**config.mk**
```make
export PLATFORM = sky130hd
export DESIGN_NAME = csb_cond_ctrl
export DESIGN_NICKNAME = d
export VERILOG_FILES = /design/src/csb_bit_pick.v /design/src/csb_cond_ctrl.v
export VERILOG_INCLUDE_DIRS = /design/src
export SDC_FILE = /design/constraint.sdc
export NUM_CORES = 1
export LEC_CHECK = 0
export ABC_AREA = 0
export ABC_CLOCK_PERIOD_IN_PS = 5660
export BUFFER_PORTS_ARGS = -buffer_cell sky130_fd_sc_hd__buf_2
export CAP_MARGIN = 20
export CORE_MARGIN = 5
export CORE_UTILIZATION = 45
export DETAILED_ROUTE_END_ITERATION = 8
export PLACE_DENSITY = 0.63
export SETUP_SLACK_MARGIN = 0.4
export SLEW_MARGIN = 10
export SYNTH_ARGS = -nofsm -noshare
export SYNTH_HDL_FRONTEND = slang
export SYNTH_SLANG_ARGS = --single-unit
```
**constraint.sdc**
```tcl
create_clock -name clk -period 5.66 [get_ports clk]
set_input_delay 1.132 -clock clk [delete_from_list [all_inputs] [get_ports clk]]
set_output_delay 1.132 -clock clk [all_outputs]
set_load 0.02 [all_outputs]
```
**src/csb_defs.vh**
```
// Constants for the conditional skip and branch unit.
`ifndef CSB_DEFS_VH
`define CSB_DEFS_VH
`define CSB_OP_NONE     3'h0
`define CSB_OP_SKIP_REG 3'h1
`define CSB_OP_SKIP_IOC 3'h2
`define CSB_OP_SKIP_IOS 3'h3
`define CSB_OP_BR_SET   3'h4
`define CSB_OP_BR_CLR   3'h5
`define CSB_SKIP_SHORT  16'h0002
`define CSB_SKIP_LONG   16'h0003
`define CSB_PC_STEP     16'h0001
`define CSB_PC_RESET    16'h0000
`define CSB_STATUS_FLAGS_REGISTER_RESET  8'h00
`define CSB_COST_NONE   2'h0
`define CSB_COST_ONE    2'h1
`define CSB_COST_TWO    2'h2
`endif

```
**src/csb_bit_pick.v**
```verilog
// Selects one bit of a byte by a three-bit index.
module csb_bit_pick (
  // Source byte and index.
  input  wire [7:0] data,
  input  wire [2:0] sel,
  // Chosen bit.
  output wire       bit_out
);
  // Plain multiplexer on the index.
  assign bit_out = data[sel];
endmodule

```
**src/csb_cond_ctrl.v**
```verilog
// Conditional skip and branch control unit of an 8-bit core.
// How it works
// [RULE1] Register bit one skips next instruction.
// [RULE2] I/O bit clear skips next instruction.
// [RULE3] I/O bit set skips next instruction.
// [RULE4] Flag set branches to PC plus k plus one.
// [RULE5] Flag clear branches to PC plus k plus one.
// [RULE6] Skip and branch never change the status flags; only an outside write in idle loads them.
`include "csb_defs.vh"
module csb_cond_ctrl (
  // Clock and reset.
  input  wire        clk,
  input  wire        rst_n,
  // Instruction request, one-cycle strobe.
  input  wire        instr_valid,
  input  wire [2:0]  instr_op,
  input  wire [2:0]  bit_sel,
  input  wire [6:0]  offset_k,
  input  wire        next_is_long,
  // Operand sources.
  input  wire [7:0]  gp_reg_data,
  input  wire [7:0]  io_reg_data,
  input  wire [7:0]  flags_in,
  input  wire        flags_we,
  // Results.
  output reg  [15:0] pc,
  output reg  [7:0]  status_flags_register,
  output reg         busy,
  output reg         done,
  output reg         taken
);
  // One-hot sequencer states.
  localparam ST_IDLE = 3'b001;
  localparam ST_WAIT = 3'b010;
  localparam ST_LAST = 3'b100;

  // Picker slots for the three operand sources.
  localparam SRC_GP = 0;
  localparam SRC_IO = 1;
  localparam SRC_FL = 2;
  localparam N_SRC  = 3;

  // Sequencer state and its next value.
  reg  [2:0]         state;
  reg  [2:0]         next_state;
  // Decoded outcome of the instruction on the request lines.
  reg                next_taken;
  reg  [15:0]        next_pc;
  reg  [1:0]         extra;
  // Target held while a taken instruction spends its extra cycles.
  reg  [15:0]        target_pc;
  // Sign-extended branch offset.
  wire [15:0]        offset_ext;
  // Picker inputs and the picked bits.
  wire [8*N_SRC-1:0] pick_src;
  wire [N_SRC-1:0]   pick_bit;
  wire               gp_bit;
  wire               io_bit;
  wire               fl_bit;
  // A new instruction is taken in this cycle.
  wire               accept;

  // True for the two flag branch opcodes.
  function op_is_branch;
    input [2:0] op;
    begin
      op_is_branch = (op == `CSB_OP_BR_SET) || (op == `CSB_OP_BR_CLR);
    end
  endfunction

  // True for the three bit skip opcodes.
  function op_is_skip;
    input [2:0] op;
    begin
      op_is_skip = (op == `CSB_OP_SKIP_REG) || (op == `CSB_OP_SKIP_IOC) || (op == `CSB_OP_SKIP_IOS);
    end
  endfunction

  // The 7-bit offset reaches backwards as well as forwards.
  assign offset_ext = {{9{offset_k[6]}}, offset_k};

  // Only the idle state takes a request; one that arrives while busy is dropped
  // without any indication, so the issuing side must wait for done.
  assign accept = instr_valid && (state == ST_IDLE);

  // The flags feed the picker as they stand before this instruction.
  assign pick_src = {status_flags_register, io_reg_data, gp_reg_data};

  // One bit picker per operand source.
  genvar gi;
  generate
    for (gi = 0; gi < N_SRC; gi = gi + 1) begin : g_pick
      csb_bit_pick u_pick (
        .data    (pick_src[8*gi +: 8]),
        .sel     (bit_sel),
        .bit_out (pick_bit[gi])
      );
    end
  endgenerate

  // Named views of the picked bits.
  assign gp_bit = pick_bit[SRC_GP];
  assign io_bit = pick_bit[SRC_IO];
  assign fl_bit = pick_bit[SRC_FL];

  // Condition of the instruction on the request lines.
  always @* begin
    next_taken = 1'b0;
    case (instr_op)
      `CSB_OP_SKIP_REG: next_taken = gp_bit;   // see [RULE1]
      `CSB_OP_SKIP_IOC: next_taken = ~io_bit;  // see [RULE2]
      `CSB_OP_SKIP_IOS: next_taken = io_bit;   // see [RULE3]
      `CSB_OP_BR_SET:   next_taken = fl_bit;   // see [RULE4]
      `CSB_OP_BR_CLR:   next_taken = ~fl_bit;  // see [RULE5]
      default:          next_taken = 1'b0;
    endcase
  end

  // Target and cost; a not-taken instruction just steps to the next word.
  always @* begin
    next_pc = pc + `CSB_PC_STEP;
    extra   = `CSB_COST_NONE;
    if (next_taken && op_is_branch(instr_op)) begin
      // A taken branch costs one extra cycle.
      next_pc = pc + offset_ext + `CSB_PC_STEP;  // see [RULE4] see [RULE5]
      extra   = `CSB_COST_ONE;
    end else if (next_taken && op_is_skip(instr_op) && next_is_long) begin
      // Skipping a two-word instruction costs two extra cycles.
      next_pc = pc + `CSB_SKIP_LONG;  // see [RULE1] see [RULE2] see [RULE3]
      extra   = `CSB_COST_TWO;
    end else if (next_taken && op_is_skip(instr_op)) begin
      // Skipping a one-word instruction costs one extra cycle.
      next_pc = pc + `CSB_SKIP_SHORT;  // see [RULE1] see [RULE2] see [RULE3]
      extra   = `CSB_COST_ONE;
    end else begin
      next_pc = pc + `CSB_PC_STEP;
      extra   = `CSB_COST_NONE;
    end
  end

  // Sequencer: idle, then one wait cycle for a long skip, then the last cycle.
  always @* begin
    next_state = ST_IDLE;
    case (state)
      ST_IDLE: begin
        if (accept && (extra == `CSB_COST_TWO)) begin
          next_state = ST_WAIT;
        end else if (accept && (extra == `CSB_COST_ONE)) begin
          next_state = ST_LAST;
        end else begin
          next_state = ST_IDLE;
        end
      end
      ST_WAIT: next_state = ST_LAST;
      ST_LAST: next_state = ST_IDLE;
      default: next_state = ST_IDLE;
    endcase
  end

  // Sequencer state register.
  always @(posedge clk or negedge rst_n) begin
    if (!rst_n) begin
      state <= ST_IDLE;
    end else begin
      state <= next_state;
    end
  end

  // The target waits here until the last cycle of a taken instruction.
  always @(posedge clk or negedge rst_n) begin
    if (!rst_n) begin
      target_pc <= `CSB_PC_RESET;
    end else if (accept && (extra != `CSB_COST_NONE)) begin
      target_pc <= next_pc;
    end
  end

  // The program counter moves at once when the instruction is not taken, otherwise in the last
  // cycle, so a taken instruction never shows a half-way value.
  always @(posedge clk or negedge rst_n) begin
    if (!rst_n) begin
      pc <= `CSB_PC_RESET;
    end else if (accept && (extra == `CSB_COST_NONE)) begin
      pc <= next_pc;
    end else if (state == ST_LAST) begin
      pc <= target_pc;
    end
  end

  // Busy covers every cycle after acceptance except the one that ends the instruction.
  always @(posedge clk or negedge rst_n) begin
    if (!rst_n) begin
      busy <= 1'b0;
    end else begin
      busy <= (next_state != ST_IDLE);
    end
  end

  // Done pulses for one cycle as the instruction ends.
  always @(posedge clk or negedge rst_n) begin
    if (!rst_n) begin
      done <= 1'b0;
    end else begin
      done <= (accept && (extra == `CSB_COST_NONE)) || (state == ST_LAST);
    end
  end

  // Taken holds the outcome of the last instruction until the next one is accepted.
  always @(posedge clk or negedge rst_n) begin
    if (!rst_n) begin
      taken <= 1'b0;
    end else if (accept) begin
      taken <= next_taken;
    end
  end

  // Flags change only on an outside write in idle, never by skip or branch;
  // a write beside a request or during one is dropped.
  always @(posedge clk or negedge rst_n) begin
    if (!rst_n) begin
      status_flags_register <= `CSB_STATUS_FLAGS_REGISTER_RESET;
    end else if (flags_we && state == ST_IDLE && !instr_valid) begin
      status_flags_register <= flags_in;  // see [RULE6]
    end
  end
endmodule

```
==> reports/metrics.yaml <==
ys_ff_latch: 46
io_pins: 69
grt_max_degree: 47
min_period_ns: 3.769
die_area_um2: 9965
die_x_um: 99.83
cts_buffers: 5
io_buffers: 68
antenna_cells: 0
final_nets: 529
gr-total-overflow: 0
syn_nets: 469
setup_tns_ns: 0
cts_root_buffer: "clkbuf_8"
path_cells: "buf_2 > mux4_2 > mux2i_4 > mux2_4 > nor2_2 > nand4_2 > nor3_1 > a221o_1"
hold_path.class: "flop to flop"
clock.fmax_mhz: 265.3
arrival_ns: 4.02
netlist_instances: 407
ir_worst_vdd_v: 0.0001762
fin_ws_ns: 1.891
rsz0062_at_grt: "no"
finalClockSkew_ns: 0.01315
startpoint_type: "input port"
ys_seq_area_frac: 0.3174
drt_iter0_drc: 205
wl_per_cell_um: 17.13
wl_um: 9762
placed_cells: 561
ys.warnings.count: 0
synth_cell_type_count: 66
synthArstFlopShare: 1.000
cts_resized: 0
grt_pass1_vias: 3272
cts-hold-fix-buffers: 0
area_delta_synth_final_pct: 13.99
hold_violations: 0
clock_sinks: 46
drive_above_1_share: 0.2500
crit_fanout: 25
path_class: "input port to flop"
slew_headroom: 0.4084
tightestPinTransition_ns: 0.8759
drv_slew: 0
cts_max_level: 2
via_count: 3337
ant_nets: 0
outcome: "completed"
final_util: 0.5301
crit_path_end_kind: "flop"
drcViolationCount: 0
die_height_um: 99.83
vias_per_cell: 5.854
synth.avg_cell_area_um2: 8.921
cp.required_ns: 5.91
setup_violations: 0
fin_cells: 570
period_share: 0.6660
cts_tree: "done"
rows: 32
place_congestion: 0.8315
grt_usage: 0.2021
cpMaxStageDelayCell: "nand4_2"
power.density_nw_per_um2: 371.8
holdWs_ns: 0.4894
synth_edf_count: 0
p_leak_nw: 1.880
clk_pin_slew_ns: 0.10
dominantRegCellSynth: "dfrtp_1"
syn_area_um2: 3631
dpl_worst_slack_ns: 1.525
core_area_um2: 7807
antenna_found_initial: 0
initial_core_util: 0.4651
grt_pass1_wl_um: 16240
insertion_delay_ns: 0.32
ctsLongestPathBuffers: 2
cap_violations: 0
cpPeakStageDelay_ns: 0.66
post_cts.repair.setup_buffers: 0
dp_hpwl_um: 7224
firstDrtPassIters: 5
worst paths after layout:
path                         startpoint             to  slack [ns]  cells after the start
max                          bit_sel[1]          pc[6]        1.89                      8
min                        target_pc[3]   target_pc[3]        0.49                      2
max reg2reg                       pc[0]  target_pc[14]        2.57                     12
min reg2reg                target_pc[3]   target_pc[3]        0.49                      2
max in group asynchronous         rst_n       state[0]        4.43                      2
min in group asynchronous         rst_n  target_pc[14]        0.70                      1
critical path: cells and delay by family:
family                 cells  cell delay (ns)
and+or+nand+nor            3             1.44
muxes                      3             1.11
buffers and inverters      1             0.19
AOI/OAI and AO/OA          1             0.14
routing by layer:
metal	GRT usage	vias up	wire length [um]
li1	-	1644	-
met1	0.2735	1599	4562
met2	0.3309	83	4536
met3	0.03822	11	533
met4	0.05672	0	130
met5	0	-	0
sequential cells by signal, indices dropped and copies added (netlist names):
register	cells
busy	1
done	1
pc	16
state	3
status_flags_register	8
taken	1
target_pc	16
through the flow:
stage                     total power, mW  area (um2)
after floorplan                     1.103        3631
after global placement              1.299        4024
after detailed placement            1.320        4024
after CTS                           1.545        4119
after global routing                1.663        4139
final                               1.539        4139
report_power, final:
part           internal (mW)  switching (mW)
Sequential             0.435           0.125
Combinational          0.323           0.433
Clock                 0.0985           0.125
Total                  0.856           0.683
layout by cell type, fill, tap and decap left out, drive strengths merged, types with 3 or more instances in the layout:
| cell | count |
|---|---|
| a21o | 4 |
| a21oi | 34 |
| a221o | 4 |
| a22oi | 5 |
| a31o | 3 |
| a31oi | 10 |
| and2 | 4 |
| and3 | 3 |
| and4 | 4 |
| buf | 72 |
| clkbuf | 6 |
| dfrtp | 45 |
| ha | 19 |
| inv | 10 |
| mux2 | 17 |
| mux2i | 11 |
| mux4 | 5 |
| nand2 | 45 |
| nand2b | 5 |
| nand3 | 8 |
| nand4 | 6 |
| nor2 | 34 |
| nor2b | 3 |
| nor3 | 8 |
| nor3b | 4 |
| o211ai | 4 |
| o21a | 4 |
| o21ai | 34 |
| o221ai | 5 |
| or2 | 3 |
| xnor2 | 8 |
| xor2 | 9 |
synthesized netlist by cell type (all sizes together) (2+ instances only):
master | n | area [um2]
inv | 10 | 37.54
nand3 | 8 | 40.04
buf | 11 | 72.56
clkbuf | 8 | 30.03
a31o | 3 | 26.28
a2bb2oi | 2 | 17.52
xor2 | 9 | 78.83
and3 | 3 | 18.77
nor3b | 4 | 30.03
a211oi | 2 | 15.01
a211o | 2 | 17.52
nand4 | 6 | 43.79
nor2 | 34 | 130.1
and4 | 4 | 35.03
a21o | 4 | 30.03
dfrtp | 45 | 1126
a41oi | 2 | 17.52
nand3b | 2 | 15.01
a31oi | 10 | 62.56
a21boi | 2 | 15.02
mux4 | 5 | 112.6
nand2 | 45 | 171.4
or2 | 3 | 18.77
o21ai | 34 | 181.4
xnor2 | 8 | 70.07
mux2 | 17 | 198.9
nor2b | 3 | 18.77
o22ai | 2 | 12.51
o31ai | 2 | 15.01
o221ai | 5 | 43.79
ha | 19 | 237.7
a22oi | 5 | 37.54
o21a | 4 | 30.03
mux2i | 11 | 122.6
or3 | 2 | 12.51
nand2b | 5 | 31.28
and2 | 4 | 25.03
o211ai | 4 | 30.03
a221o | 4 | 40.04
a21oi | 34 | 173.9
nor3 | 8 | 40.04
kinds of logic (layout without fill, tap and decap cells):
logic type / Yosys count / in the layout / share of synthesized area
compound gates: 129 / 129 / 0.2343
xor+xnor: 17 / 17 / 0.04101
fa+ha+maj: 20 / 20 / 0.07099
buf+inv: 29 / 90 / 0.03859
flops: 46 / 46 / 0.3174
mux: 33 / 33 / 0.1196
simple gates: 133 / 133 / 0.1782
area by class of cell:
| cell class | count | area, um2 |
|---|---|---|
| Sequential cell | 46 | 1152 |
| Fill cell | 755 | 3669 |
| Timing Repair Buffer | 72 | 382.9 |
| Clock inverter | 2 | 12.51 |
| Multi-Input combinational cell | 332 | 2344 |
| Inverter | 10 | 37.54 |
| Clock buffer | 6 | 82.58 |
| Tap cell | 102 | 127.6 |
No activity file was read; power rests on OpenSTA's default activity.
